File: config.mk
export PLATFORM = sky130hd
export DESIGN_NAME = metering_config_status_regs
export DESIGN_NICKNAME = d
export VERILOG_FILES = /design/src/rtl/metering_regs_pkg.sv /design/src/rtl/tier2_status_reg.sv /design/src/rtl/metering_config_status_regs.sv
export VERILOG_INCLUDE_DIRS = /design/src /design/src/rtl
export SDC_FILE = /design/constraint.sdc
export NUM_CORES = 1
export LEC_CHECK = 0
export ABC_AREA = 1
export BUFFER_PORTS_ARGS = -buffer_cell sky130_fd_sc_hd__buf_2
export CAP_MARGIN = 20
export CORE_MARGIN = 2
export CORE_UTILIZATION = 45
export DETAILED_ROUTE_END_ITERATION = 8
export PLACE_DENSITY = 0.71
export SYNTH_ARGS = -nofsm -noshare
export SYNTH_HDL_FRONTEND = slang
export SYNTH_SLANG_ARGS = --single-unit
File: constraint.sdc
create_clock -name i_mclk -period 3.2 [get_ports i_mclk]
set_input_delay 0.16 -clock i_mclk [delete_from_list [all_inputs] [get_ports i_mclk]]
set_output_delay 0.16 -clock i_mclk [all_outputs]
set_load 0.03 [all_outputs]
File: src/rtl/metering_regs_map.svh
/*
 * Offsets, reset values, keys and checksum constants of the metering
 * configuration and status register bank.
 * Assumes the serial register port engine presents word addresses as
 * printed offsets and 16-bit write data.
 */
// Overview of operation
// - Any set bit in the autocal tier-2 flags raises its summary bit in the tier-1 status.
// - Reading the autocal tier-2 flags returns them and clears every bit except those set by an event on the read's clock.
// - An event that lands on the clock of a clearing read stays set after the read.
// - The power-quality tier-2 flags summarise and clear on read exactly like the autocal flags.
// - The chip-error tier-2 flags summarise and clear on read exactly like the autocal flags.
// - Writing 0x0052 to the rate select selects 115200 baud, any other value selects 4800 baud.
// - Writing the checksum trigger starts an immediate checksum pass over the configuration registers.
// - The lock register engages a lock that blocks writes to the configuration registers.
// - The burst registers from 0x600 return the live measurement values they mirror.
// - The power and energy update time registers reset to 0x00ff.
`ifndef METERING_REGS_MAP_SVH
`define METERING_REGS_MAP_SVH

// ****************************************
// Register offsets
// ****************************************
`define ADDR_ENERGY_POWER_ACCUM_CONFIG 12'h4b0
`define ADDR_POWER_UPDATE_TIME 12'h4b1
`define ADDR_ENERGY_UPDATE_TIME 12'h4b2
`define ADDR_CHECKSUM_TRIGGER 12'h4b4
`define ADDR_TEMP_SENSOR_CONFIG 12'h4b6
`define ADDR_TEMP_MEASURE_RESULT 12'h4b7
`define ADDR_CURRENT_A_GAIN 12'h4b9
`define ADDR_CONFIG_LOCK 12'h4bf
`define ADDR_AUTOCAL_FLAGS 12'h4c0
`define ADDR_PQ_FLAGS 12'h4c1
`define ADDR_CHIP_ERR_FLAGS 12'h4c2
`define ADDR_SERIAL_RATE 12'h4dc
`define ADDR_SILICON_REV 12'h4fe
`define ADDR_BURST_AI_WAVE 12'h600
`define ADDR_BURST_AV_WAVE 12'h601
`define ADDR_BURST_BI_WAVE 12'h602
`define ADDR_BURST_AI_RMS 12'h604
`define ADDR_BURST_BI_RMS 12'h605

// ****************************************
// Reset values and keys
// ****************************************
`define RST_ZERO16 16'h0000
`define RST_UPDATE_TIME 16'h00ff
`define RST_ZERO32 32'h0000_0000
`define FAST_BAUD_KEY 16'h0052
`define LOCK_ENGAGE_BIT 0

// ****************************************
// Checksum pass
// ****************************************
`define CRC_POLY 16'h1021
`define CRC_INIT 16'hffff
`define CRC_WORDS 3'h5
`define CRC_LAST_IDX 3'h4

`endif

File: src/rtl/metering_regs_pkg.sv
/*
 * Types shared by the metering register bank.
 * Assumes the map header is included alongside.
 */
package metering_regs_pkg;

    typedef logic [15:0] reg16_t;

    typedef enum logic [1:0] {
        CRC_IDLE,
        CRC_RUN,
        CRC_DONE
    } crc_state_t;

endpackage : metering_regs_pkg

File: src/rtl/tier2_status_reg.sv
/*
 * One clear-on-read tier-2 status register with its summary bit.
 * Assumes events and read strobe come from logic on i_mclk.
 */
`timescale 1ns/1ps
`include "metering_regs_map.svh"
module tier2_status_reg #(
    parameter int WIDTH = 16
) (
    input wire logic i_mclk,
    input wire logic i_rst,
    input wire logic [WIDTH-1:0] i_set,
    input wire logic i_rd_clear,
    output logic [WIDTH-1:0] o_flags,
    output logic o_any
);

    logic [WIDTH-1:0] flags_r;

    // ****************************************
    // Sticky flags, set wins over clear
    // ****************************************
    always_ff @(posedge i_mclk) begin
        if (i_rst) begin
            flags_r <= '0;
        end else if (i_rd_clear) begin
            flags_r <= i_set;
        end else begin
            flags_r <= flags_r | i_set;
        end
    end

    assign o_flags = flags_r;
    assign o_any = |flags_r;
endmodule : tier2_status_reg

File: src/rtl/metering_config_status_regs.sv
/*
 * Upper configuration and status register bank of the metering core:
 * accumulation timing, temperature and gain setup, configuration lock,
 * checksum pass, tier-2 status flags, serial rate select, burst mirrors.
 * Assumes a serial port engine on i_mclk issuing one-cycle read and write
 * strobes with a word address; measurement values are on i_mclk too.
 */
`timescale 1ns/1ps
`include "metering_regs_map.svh"
module metering_config_status_regs import metering_regs_pkg::*; #(
    parameter int CRC_REFRESH_CYCLES = 1024,
    parameter logic [15:0] SILICON_REV = 16'h0a5c // Arbitrary value
) (
    input wire logic i_mclk,
    input wire logic i_rst,
    input wire logic i_wr,
    input wire logic i_rd,
    input wire logic [11:0] i_addr,
    input wire logic [15:0] i_wdata,
    input wire logic [15:0] i_autocal_evt,
    input wire logic [15:0] i_pq_evt,
    input wire logic [15:0] i_chip_evt,
    input wire logic [15:0] i_temp_result,
    input wire logic [31:0] i_meas_ai_wave,
    input wire logic [31:0] i_meas_av_wave,
    input wire logic [31:0] i_meas_bi_wave,
    input wire logic [31:0] i_meas_ai_rms,
    input wire logic [31:0] i_meas_bi_rms,
    output logic [31:0] o_rdata,
    output logic o_rvalid,
    output logic [15:0] o_energy_power_accum_config,
    output logic [15:0] o_power_update_time,
    output logic [15:0] o_energy_update_time,
    output logic [15:0] o_temp_sensor_config,
    output logic [15:0] o_current_a_gain_select,
    output logic o_config_locked,
    output logic [2:0] o_tier1_summary,
    output logic o_fast_baud,
    output logic [15:0] o_crc_result,
    output logic o_crc_busy,
    output logic o_crc_done
);

    // ****************************************
    // Decode
    // ****************************************
    reg16_t energy_power_accum_config_r;
    reg16_t power_update_time_r;
    reg16_t energy_update_time_r;
    reg16_t temp_cfg_r;
    reg16_t ai_gain_r;
    reg16_t lock_r;
    logic fast_baud_r;
    logic [31:0] rdata_r;
    logic rvalid_r;
    logic cfg_wr;
    logic force_wr;
    logic rd_autocal;
    logic rd_pq;
    logic rd_chip;
    logic [15:0] autocal_flags;
    logic [15:0] pq_flags;
    logic [15:0] chip_flags;
    logic [2:0] summary;

    // Lock register itself stays writable so software can release it
    assign o_config_locked = lock_r[`LOCK_ENGAGE_BIT];
    assign cfg_wr = i_wr && !o_config_locked;
    assign force_wr = i_wr && (i_addr == `ADDR_CHECKSUM_TRIGGER);
    assign rd_autocal = i_rd && (i_addr == `ADDR_AUTOCAL_FLAGS);
    assign rd_pq = i_rd && (i_addr == `ADDR_PQ_FLAGS);
    assign rd_chip = i_rd && (i_addr == `ADDR_CHIP_ERR_FLAGS);

    // ****************************************
    // Configuration registers
    // ****************************************
    always_ff @(posedge i_mclk) begin
        if (i_rst) begin
            energy_power_accum_config_r <= `RST_ZERO16;
            power_update_time_r <= `RST_UPDATE_TIME;
            energy_update_time_r <= `RST_UPDATE_TIME;
            temp_cfg_r <= `RST_ZERO16;
            ai_gain_r <= `RST_ZERO16;
        end else if (cfg_wr) begin
            // Read-only offsets fall through untouched
            case (i_addr)
                `ADDR_ENERGY_POWER_ACCUM_CONFIG: begin
                    energy_power_accum_config_r <= i_wdata;
                end
                `ADDR_POWER_UPDATE_TIME: begin
                    power_update_time_r <= i_wdata;
                end
                `ADDR_ENERGY_UPDATE_TIME: begin
                    energy_update_time_r <= i_wdata;
                end
                `ADDR_TEMP_SENSOR_CONFIG: begin
                    temp_cfg_r <= i_wdata;
                end
                `ADDR_CURRENT_A_GAIN: begin
                    ai_gain_r <= i_wdata;
                end
                default: begin
                end
            endcase
        end
    end

    always_ff @(posedge i_mclk) begin
        if (i_rst) begin
            lock_r <= `RST_ZERO16;
        end else if (i_wr && (i_addr == `ADDR_CONFIG_LOCK)) begin
            lock_r <= i_wdata;
        end
    end

    // ****************************************
    // Serial rate select
    // ****************************************
    always_ff @(posedge i_mclk) begin
        if (i_rst) begin
            fast_baud_r <= 1'b0;
        end else if (i_wr && (i_addr == `ADDR_SERIAL_RATE)) begin
            fast_baud_r <= (i_wdata == `FAST_BAUD_KEY);
        end
    end

    assign o_energy_power_accum_config = energy_power_accum_config_r;
    assign o_power_update_time = power_update_time_r;
    assign o_energy_update_time = energy_update_time_r;
    assign o_temp_sensor_config = temp_cfg_r;
    assign o_current_a_gain_select = ai_gain_r;
    assign o_fast_baud = fast_baud_r;

    // ****************************************
    // Tier-2 status flags
    // ****************************************
    tier2_status_reg #(.WIDTH(16)) u_autocal_flags (
        .i_mclk(i_mclk),
        .i_rst(i_rst),
        .i_set(i_autocal_evt),
        .i_rd_clear(rd_autocal),
        .o_flags(autocal_flags),
        .o_any(summary[0])
    );

    tier2_status_reg #(.WIDTH(16)) u_pq_flags (
        .i_mclk(i_mclk),
        .i_rst(i_rst),
        .i_set(i_pq_evt),
        .i_rd_clear(rd_pq),
        .o_flags(pq_flags),
        .o_any(summary[1])
    );

    tier2_status_reg #(.WIDTH(16)) u_chip_flags (
        .i_mclk(i_mclk),
        .i_rst(i_rst),
        .i_set(i_chip_evt),
        .i_rd_clear(rd_chip),
        .o_flags(chip_flags),
        .o_any(summary[2])
    );

    assign o_tier1_summary = summary;

    // ****************************************
    // Checksum pass over configuration words
    // ****************************************
    crc_state_t crc_state_r;
    logic [2:0] crc_idx_r;
    logic [15:0] crc_acc_r;
    logic [15:0] crc_result_r;
    logic [31:0] refresh_cnt_r;
    logic refresh_due;
    logic crc_start;
    logic [15:0] crc_word;
    logic [15:0] crc_step;

    function automatic logic [15:0] crc16_word(input logic [15:0] acc, input logic [15:0] data);
        logic [15:0] c;
        logic fb;
        c = acc;
        for (int b = 15; b >= 0; b--) begin
            fb = c[15] ^ data[b];
            c = {c[14:0], 1'b0};
            if (fb) begin
                c = c ^ `CRC_POLY;
            end
        end
        return c;
    endfunction : crc16_word

    // Periodic refresh keeps the result current without host action
    assign refresh_due = (refresh_cnt_r == 32'(CRC_REFRESH_CYCLES - 1));

    always_ff @(posedge i_mclk) begin
        if (i_rst || refresh_due) begin
            refresh_cnt_r <= 32'h0000_0000;
        end else begin
            refresh_cnt_r <= refresh_cnt_r + 32'h0000_0001;
        end
    end

    assign crc_start = force_wr || refresh_due;

    always_comb begin
        case (crc_idx_r)
            3'h0: crc_word = energy_power_accum_config_r;
            3'h1: crc_word = power_update_time_r;
            3'h2: crc_word = energy_update_time_r;
            3'h3: crc_word = temp_cfg_r;
            default: crc_word = ai_gain_r;
        endcase
    end

    assign crc_step = crc16_word(crc_acc_r, crc_word);

    // A new start mid-pass restarts it; a configuration write mid-pass does not, so the result can mix old and new words
    always_ff @(posedge i_mclk) begin
        if (i_rst) begin
            crc_state_r <= CRC_IDLE;
            crc_idx_r <= 3'h0;
            crc_acc_r <= `CRC_INIT;
        end else if (crc_start) begin
            crc_state_r <= CRC_RUN;
            crc_idx_r <= 3'h0;
            crc_acc_r <= `CRC_INIT;
        end else begin
            case (crc_state_r)
                CRC_RUN: begin
                    crc_acc_r <= crc_step;
                    crc_idx_r <= crc_idx_r + 3'h1;
                    if (crc_idx_r == `CRC_LAST_IDX) begin
                        crc_state_r <= CRC_DONE;
                    end
                end
                CRC_DONE: begin
                    crc_state_r <= CRC_IDLE;
                end
                default: begin
                    crc_state_r <= CRC_IDLE;
                end
            endcase
        end
    end

    always_ff @(posedge i_mclk) begin
        if (i_rst) begin
            crc_result_r <= `RST_ZERO16;
        end else if (!crc_start && crc_state_r == CRC_RUN && crc_idx_r == `CRC_LAST_IDX) begin
            crc_result_r <= crc_step;
        end
    end

    assign o_crc_result = crc_result_r;
    assign o_crc_busy = (crc_state_r != CRC_IDLE);
    assign o_crc_done = (crc_state_r == CRC_DONE);

    // ****************************************
    // Read path
    // ****************************************
    always_ff @(posedge i_mclk) begin
        if (i_rst) begin
            rdata_r <= `RST_ZERO32;
        end else if (i_rd) begin
            case (i_addr)
                `ADDR_ENERGY_POWER_ACCUM_CONFIG: rdata_r <= {16'h0000, energy_power_accum_config_r};
                `ADDR_POWER_UPDATE_TIME: rdata_r <= {16'h0000, power_update_time_r};
                `ADDR_ENERGY_UPDATE_TIME: rdata_r <= {16'h0000, energy_update_time_r};
                `ADDR_TEMP_SENSOR_CONFIG: rdata_r <= {16'h0000, temp_cfg_r};
                `ADDR_TEMP_MEASURE_RESULT: rdata_r <= {16'h0000, i_temp_result};
                `ADDR_CURRENT_A_GAIN: rdata_r <= {16'h0000, ai_gain_r};
                `ADDR_CONFIG_LOCK: rdata_r <= {16'h0000, lock_r};
                `ADDR_AUTOCAL_FLAGS: rdata_r <= {16'h0000, autocal_flags};
                `ADDR_PQ_FLAGS: rdata_r <= {16'h0000, pq_flags};
                `ADDR_CHIP_ERR_FLAGS: rdata_r <= {16'h0000, chip_flags};
                `ADDR_SILICON_REV: rdata_r <= {16'h0000, SILICON_REV};
                `ADDR_BURST_AI_WAVE: rdata_r <= i_meas_ai_wave;
                `ADDR_BURST_AV_WAVE: rdata_r <= i_meas_av_wave;
                `ADDR_BURST_BI_WAVE: rdata_r <= i_meas_bi_wave;
                `ADDR_BURST_AI_RMS: rdata_r <= i_meas_ai_rms;
                `ADDR_BURST_BI_RMS: rdata_r <= i_meas_bi_rms;
                // Write-only and unmapped offsets read as zero
                default: rdata_r <= `RST_ZERO32;
            endcase
        end
    end

    always_ff @(posedge i_mclk) begin
        if (i_rst) begin
            rvalid_r <= 1'b0;
        end else begin
            rvalid_r <= i_rd;
        end
    end

    assign o_rdata = rdata_r;
    assign o_rvalid = rvalid_r;
endmodule : metering_config_status_regs

# After elaboration in Yosys (flattened, before gate mapping)

Index checks and enable logic that the tools add are counted.

Bits in registers: 247
Latch bits: 0
RAM bits: 0
Bits in read-only memories: 0
Input port bits: 256
Memories kept: 0

Add/sub/neg operators: 2
Multiply operators: 0
Div/mod/pow operators: 0
$lt $le $gt $ge: 0
Equal/unequal tests: 27
Shift-type cells: 0
Multiplexer cells: 24
Bitwise operators: 36
Reduce and logical (&&, ||, !) cells: 25

Operator list:

| operator                                                                 | number |
|---|---|
| 32-bit one-hot mux with 16 select lines                                  | 1 |
| 12-bit by 11-bit == test with 1-bit output (second input constant)       | 18 |
| 13-bit 2-to-1 mux                                                        | 16 |
| 16-bit one-hot mux with 4 select lines                                   | 1 |
| 16-bit 2-to-1 mux                                                        | 3 |
| 3-bit NOT                                                                | 16 |
| 16-bit bitwise OR                                                        | 3 |
| 16-bit OR reduction                                                      | 3 |
| 32-bit by 1-bit adder with 32-bit output (second input constant)         | 1 |
| 32-bit by 10-bit == test with 1-bit output (second input constant)       | 1 |
| 16-bit by 7-bit == test with 1-bit output (second input constant)        | 1 |
| 1-bit bitwise XOR                                                        | 16 |
| 2-bit AND reduction                                                      | 5 |
| 1-bit logical AND                                                        | 9 |
| 3-bit by 2-bit == test with 1-bit output (second input constant)         | 2 |
| 3-bit by 1-bit adder with 3-bit output (second input constant)           | 1 |
| 3-bit by 1-bit == test with 1-bit output (second input constant)         | 1 |
| 3-bit == test (second input constant)                                    | 1 |
| 3-bit logical NOT                                                        | 1 |
| 1-bit 2-to-1 mux                                                         | 3 |
| 3-bit by 2-bit inequality test with 1-bit output (second input constant) | 1 |
| 3-bit OR reduction                                                       | 1 |
| 2-bit by 1-bit == test with 1-bit output (second input constant)         | 1 |
| 2-bit == test (second input constant)                                    | 1 |
| other kinds (5)                                                          | 7 |

# Depth between registers and ports, before layout

Word-level depth: 34
Mapped depth: 22
Mapped depth without buffers: 21

# Modules after synthesis

A second synthesis with hierarchy kept.

Cell total of the unflattened synthesis: 2026
Area total of the unflattened synthesis: 13441.6 µm²

By module, submodules not included:

| module                      | instances | cells an instance | area an instance (µm²) | seq. area each (µm²) |
|---|---|---|---|---|
| metering_config_status_regs | 1         | 1825              | 11786.3                | 3983.8 |
| tier2_status_reg            | 3         | 67                | 551.8                  | 320.3 |

# Worst setup path before layout

No wires, ideal clock.

Path type: register to register
Start: register crc_idx_r[2]
End: register crc_result_r[13] (netlist: o_crc_result[13])
Library setup time: 0.109 ns
Data arrival time: 2.215 ns
Data required time: 3.091 ns
Slack: 0.876 ns
Stages on the path, launching flop included: 19
Clock period less this slack: 2.324 ns
Cell sequence: dfxtp_1 > inv_2 > buf_6 > ha_1 > buf_2 > nand2_1 > o21ai_0 > nor2_2 > nand2_1 > nand2_1 > nand2_1 > nand3_1 > nand3b_1 > nand2_2 > nand2_1 > nand3_1 > nand3_1 > nand2_1 > inv_1

Word-level cells in the longest chain between the ends: 18
Elaborated cells between the ends (all ways): 29
Classes of those cells: eq/ne: 4; mux: 14; bitwise: 9; reduce/logical: 2

Ends and longest elaborated chain:

| item                                                             | line                               | source |
|---|---|---|
| start, declared                                                  | metering_config_status_regs.sv:170 | `logic [2:0] crc_idx_r;` |
| start signal, assigned                                           | metering_config_status_regs.sv:232 | `crc_idx_r <= crc_idx_r + 3'h1;` |
| 3-bit by 2-bit == test with 1-bit output (tied with other cells) | metering_config_status_regs.sv:207 | `case (crc_idx_r)` |
| 16-bit one-hot mux with 4 select lines                           | metering_config_status_regs.sv:207 |  |
| 1-bit bitwise XOR                                                | metering_config_status_regs.sv:184 | `fb = c[15] ^ data[b];` |
| 13-bit 2-to-1 mux (5 in a row)                                   | metering_config_status_regs.sv:186 | `if (fb) begin` |
| 3-bit NOT (no line)                                              | -                                  |  |
| 13-bit 2-to-1 mux (7 in a row)                                   | metering_config_status_regs.sv:186 |  |
| 3-bit NOT (no line)                                              | -                                  |  |
| 13-bit 2-to-1 mux                                                | metering_config_status_regs.sv:186 |  |
| end signal, assigned                                             | metering_config_status_regs.sv:249 | `` crc_result_r <= `RST_ZERO16; `` |
| end signal, assigned                                             | metering_config_status_regs.sv:251 | `crc_result_r <= crc_step;` |
| end, declared                                                    | metering_config_status_regs.sv:172 | `logic [15:0] crc_result_r;` |

Several ways; a longest one is shown, not always the timed one.
A chain may end at the register's enable or synchronous reset.

# Worst setup path in the final report

Start: register crc_idx_r[2]
End: register crc_result_r[14] (netlist: o_crc_result[14])

The elaborated chain is that of the path after synthesis.

==> impl_table.tex <==
\begin{tabular}{lr}
\hline
Metric & Value \\
\hline
\multicolumn{2}{l}{\textbf{Setup path}} \\
Maximum fanout encountered on the critical timing path & 14 \\
Cell repeated most along the worst path & sky130\_fd\_sc\_hd\_\_nand2\_1 \\
Worst setup path class & flop to flop \\
Data arrival time at the worst-slack endpoint & 3340 ps \\
Crit path launch type & flop \\
Nature of the critical path endpoint & flop \\
Required time at the endpoint of the critical path & 3630 ps \\
Cell-by-cell listing of the critical path & inv\_2 > ha\_1 > inv\_1 > o22ai\_1 > nor2\_1 > nand2\_1 > nand2\_1 > nand2\_1 > nand2\_1 > nand2\_2 > nand2\_2 > nand2\_2 > nand2\_2 > nand2\_2 > nand2\_1 > nand3\_1 > nand2\_1 > inv\_1 \\
Slowest stage delay, CP & 450 ps \\
Slowest-stage cell, CP & sky130\_fd\_sc\_hd\_\_dfxtp\_1 \\
\multicolumn{2}{l}{\textbf{Global route}} \\
Vias in the first global route & 14620 \\
Maximum number of pins on one net before global-route repair & 65 \\
Overall Global Routing Usage & 34.06\% \\
Remaining Overflow, GRT & 0 \\
Global-route wire length before repair & 81760 um \\
Initial antenna violation count & 12 \\
\multicolumn{2}{l}{\textbf{Detailed routing}} \\
Starting DRT DRC Count & 1231 \\
Post-detailed-route count of antenna-violating nets & 0 \\
Via density & 5.425 \\
DRC violation count after routing & 0 \\
Routed WL per cell & 19.18 um \\
Final WL & 55620 um \\
Via Count & 15730 \\
Number of iterations in the first detailed-routing pass & 6 \\
\multicolumn{2}{l}{\textbf{STA}} \\
RSZ-0062 raised after global routing & false \\
Share of the clock period used by the worst path & 90.84\% \\
Final total negative setup slack & 0 ps \\
Setup violation total in the final timing report & 0 \\
Number of failing hold endpoints at the final stage & 0 \\
Highest achievable clock rate & 0.3440 GHz \\
Worst Skew & 11.75 ps \\
Transition at the pin with the smallest max-transition slack & 1038 ps \\
Min Hold Slack & 9.965 ps \\
Max-slew violation total from the final report & 0 \\
Final critical-path required period & 2907 ps \\
Max\_slew headroom & 30.74\% \\
\multicolumn{2}{l}{\textbf{Run}} \\
Max-capacitance violation count & 0 \\
\multicolumn{2}{l}{\textbf{Floorplan}} \\
Number of ports placed on the die boundary & 392 \\
Overall die area & 31310 um2 \\
Core outline area & 29560 um2 \\
Starting density of the core & 45.54\% \\
Horiz. Die Dim & 177.0 um \\
Die span in y & 177.0 um \\
Row count & 63 \\
\multicolumn{2}{l}{\textbf{Placed design}} \\
Detailed Place HPWL & 42900 um \\
Number of buffer cells added on primary ports & 391 \\
Last weighted congestion value of the routability-driven placer & 0.9637 \\
\multicolumn{2}{l}{\textbf{Power}} \\
Leakage component of the power & 8.659 nW \\
Power per standard cell area & 399.0 nW/um2 \\
Peak VDD IR & 0.4147 mV \\
\multicolumn{2}{l}{\textbf{Yosys}} \\
Seq/Total Area, Yosys & 36.73\% \\
Synthesized instance count & 2053 \\
Register bit total from synthesis & 247 \\
Average footprint of a synthesized cell & 6.557 um2 \\
Yosys warnings & 0 \\
Netlist cell types & 39 \\
Nets in the synthesized netlist & 2315 \\
Synth Cell Area & 13460 um2 \\
\multicolumn{2}{l}{\textbf{Clock tree}} \\
Total clock buffers created by CTS & 27 \\
Clock Latency Late Sink & 530 ps \\
Number of levels in the clock H-tree & 1 \\
Total of cells resized after clock tree synthesis & 0 \\
CTS Root Buffer Type & sky130\_fd\_sc\_hd\_\_clkbuf\_16 \\
Number of clock sinks seen by CTS & 247 \\
Clock transition at the registers of the reported paths & 60 ps \\
Max clock buf depth & 3 \\
TritonCTS clock tree & done \\
\multicolumn{2}{l}{\textbf{Outcome}} \\
Result of the run & finished, final reports clean \\
\multicolumn{2}{l}{\textbf{Final layout}} \\
Final Net Count & 2745 \\
Layout-stage area growth over the synthesis result & 29.49\% \\
Layout cell share with drive strength beyond 1 & 21.48\% \\
\multicolumn{2}{l}{\textbf{Hold path}} \\
Min-Delay Path Class & input pin to flop \\
\hline
\end{tabular}
## power by group
group          leakage (nW)  internal (W)  switching, W  total (W)
Sequential             2.01       0.00312     0.0000406    0.00316
Combinational          6.19      0.000227      0.000279   0.000506
Clock                 0.458       0.00199       0.00129    0.00329
Total                  8.66       0.00534       0.00161    0.00695
## cells in the mapped netlist (all sizes together)
| master | instances | share of area [%] |
|---|---|---|
| inv | 403 | 11 |
| nand3 | 171 | 6.5 |
| ha | 6 | 0.56 |
| nand3b | 7 | 0.39 |
| nor3b | 2 | 0.11 |
| nand4 | 26 | 1.2 |
| nor2 | 199 | 5.8 |
| or2 | 3 | 0.14 |
| xor2 | 17 | 1.1 |
| o211ai | 18 | 1.0 |
| clkbuf | 74 | 2.1 |
| clkinv | 1 | 0.028 |
| dfxtp | 247 | 37 |
| o22ai | 105 | 4.9 |
| o21ai | 114 | 4.3 |
| buf | 25 | 1.1 |
| and3 | 1 | 0.047 |
| xnor2 | 1 | 0.065 |
| a211oi | 49 | 2.7 |
| a211o | 16 | 1.0 |
| nor4 | 40 | 1.9 |
| a31oi | 2 | 0.093 |
| o21a | 1 | 0.056 |
| nand2 | 349 | 10 |
| a21oi | 159 | 5.9 |
| nor3 | 17 | 0.79 |
## cells by family after synthesis
group,share of synthesized area (%)
and+or+nand+nor,27.08
buffers and inverters,14.44
AOI/OAI and AO/OA,20.01
DFF,36.73
xor gates and xnor gates,1.171
adders and majority gates,0.5577
## sequential cells by signal (all words and copies together), names as in the netlist, 2 cells and up
| name | count |
|---|---|
| o_rdata | 32 |
| u_autocal_flags.o_flags | 16 |
| o_crc_result | 16 |
| lock_r | 16 |
| crc_acc_r | 16 |
| crc_idx_r | 3 |
| o_energy_power_accum_config | 16 |
| crc_state_r | 2 |
| refresh_cnt_r | 32 |
| o_power_update_time | 16 |
| u_pq_flags.o_flags | 16 |
| o_current_a_gain_select | 16 |
| o_temp_sensor_config | 16 |
| u_chip_flags.o_flags | 16 |
| o_energy_update_time | 16 |
## cell type report
cell class,count,area (um2)
sequential,247,4945
clock inverter,11,157.7
fill,2918,12130
antenna,10,25.02
inverter,404,1516
tap,390,488.0
clock buffer,35,765.7
timing repair buffer,500,2938
multi-input combinational,1303,6596
## per-layer routing
layer	global-route usage, %	part of all wire [%]
met1	40.54	39
met2	55.54	46
met3	8.398	9.3
met4	20.14	6.1
met5	0	0.041
## what timing repair did
action	4_1_cts	5_1_grt
hold endpoints to repair	67	0
hold buffers	64	0
setup endpoints to repair	0	17
setup buffers	0	5
## worst paths after layout
path,from,slack (ps),end,cells past startpoint
hold reg to reg,refresh_cnt_r[0],450,refresh_cnt_r[0],1
setup / recovery,crc_idx_r[2],290,o_crc_result[14],18
hold / removal,i_meas_ai_wave[18],10,o_rdata[18],4
setup reg to reg,crc_idx_r[2],290,o_crc_result[14],18
## metrics by stage
| step | total power (W) | worst slack [ps] | utilization (%) | std cells | area [um2] |
|---|---|---|---|---|---|
| after floorplan | 0.003401 | 876.2 | - | 2053 | 13460 |
| after global routing | 0.007157 | 38.12 | 58.95 | 2898 | 17430 |
| final | 0.006955 | 293.3 | 58.97 | 2900 | 17430 |
| after detailed placement | 0.003658 | 288.5 | 53.47 | 2775 | 15810 |
| after global placement | 0.003649 | 370.0 | 53.47 | 2775 | 15810 |
| after CTS | 0.006970 | 280.1 | 58.76 | 2885 | 17370 |
## critical path: cells and delay by family (launching register included)
| kind | cells | cell delay (ps) |
|---|---|---|
| fa+ha+maj | 1 | 410 |
| buf+inv | 3 | 460 |
| flops | 1 | 450 |
| compound gates | 1 | 110 |
| simple gates | 13 | 1370 |
## cells in the final DEF (no fill, tap or decap), drive strengths merged, types with 7 or more instances in the layout
cell type / count
nor2: 199
o211ai: 18
a211oi: 49
nand4: 26
clkinv: 7
nor4: 40
dfxtp: 247
o21ai: 114
o22ai: 105
nand2: 349
a21oi: 159
clkbuf: 35
a211o: 16
inv: 403
dlygate4sd3: 64
xor2: 17
nand3: 171
nor3: 17
nand3b: 7
diode: 10
buf: 436
No activity file was read; power rests on OpenSTA's default activity.
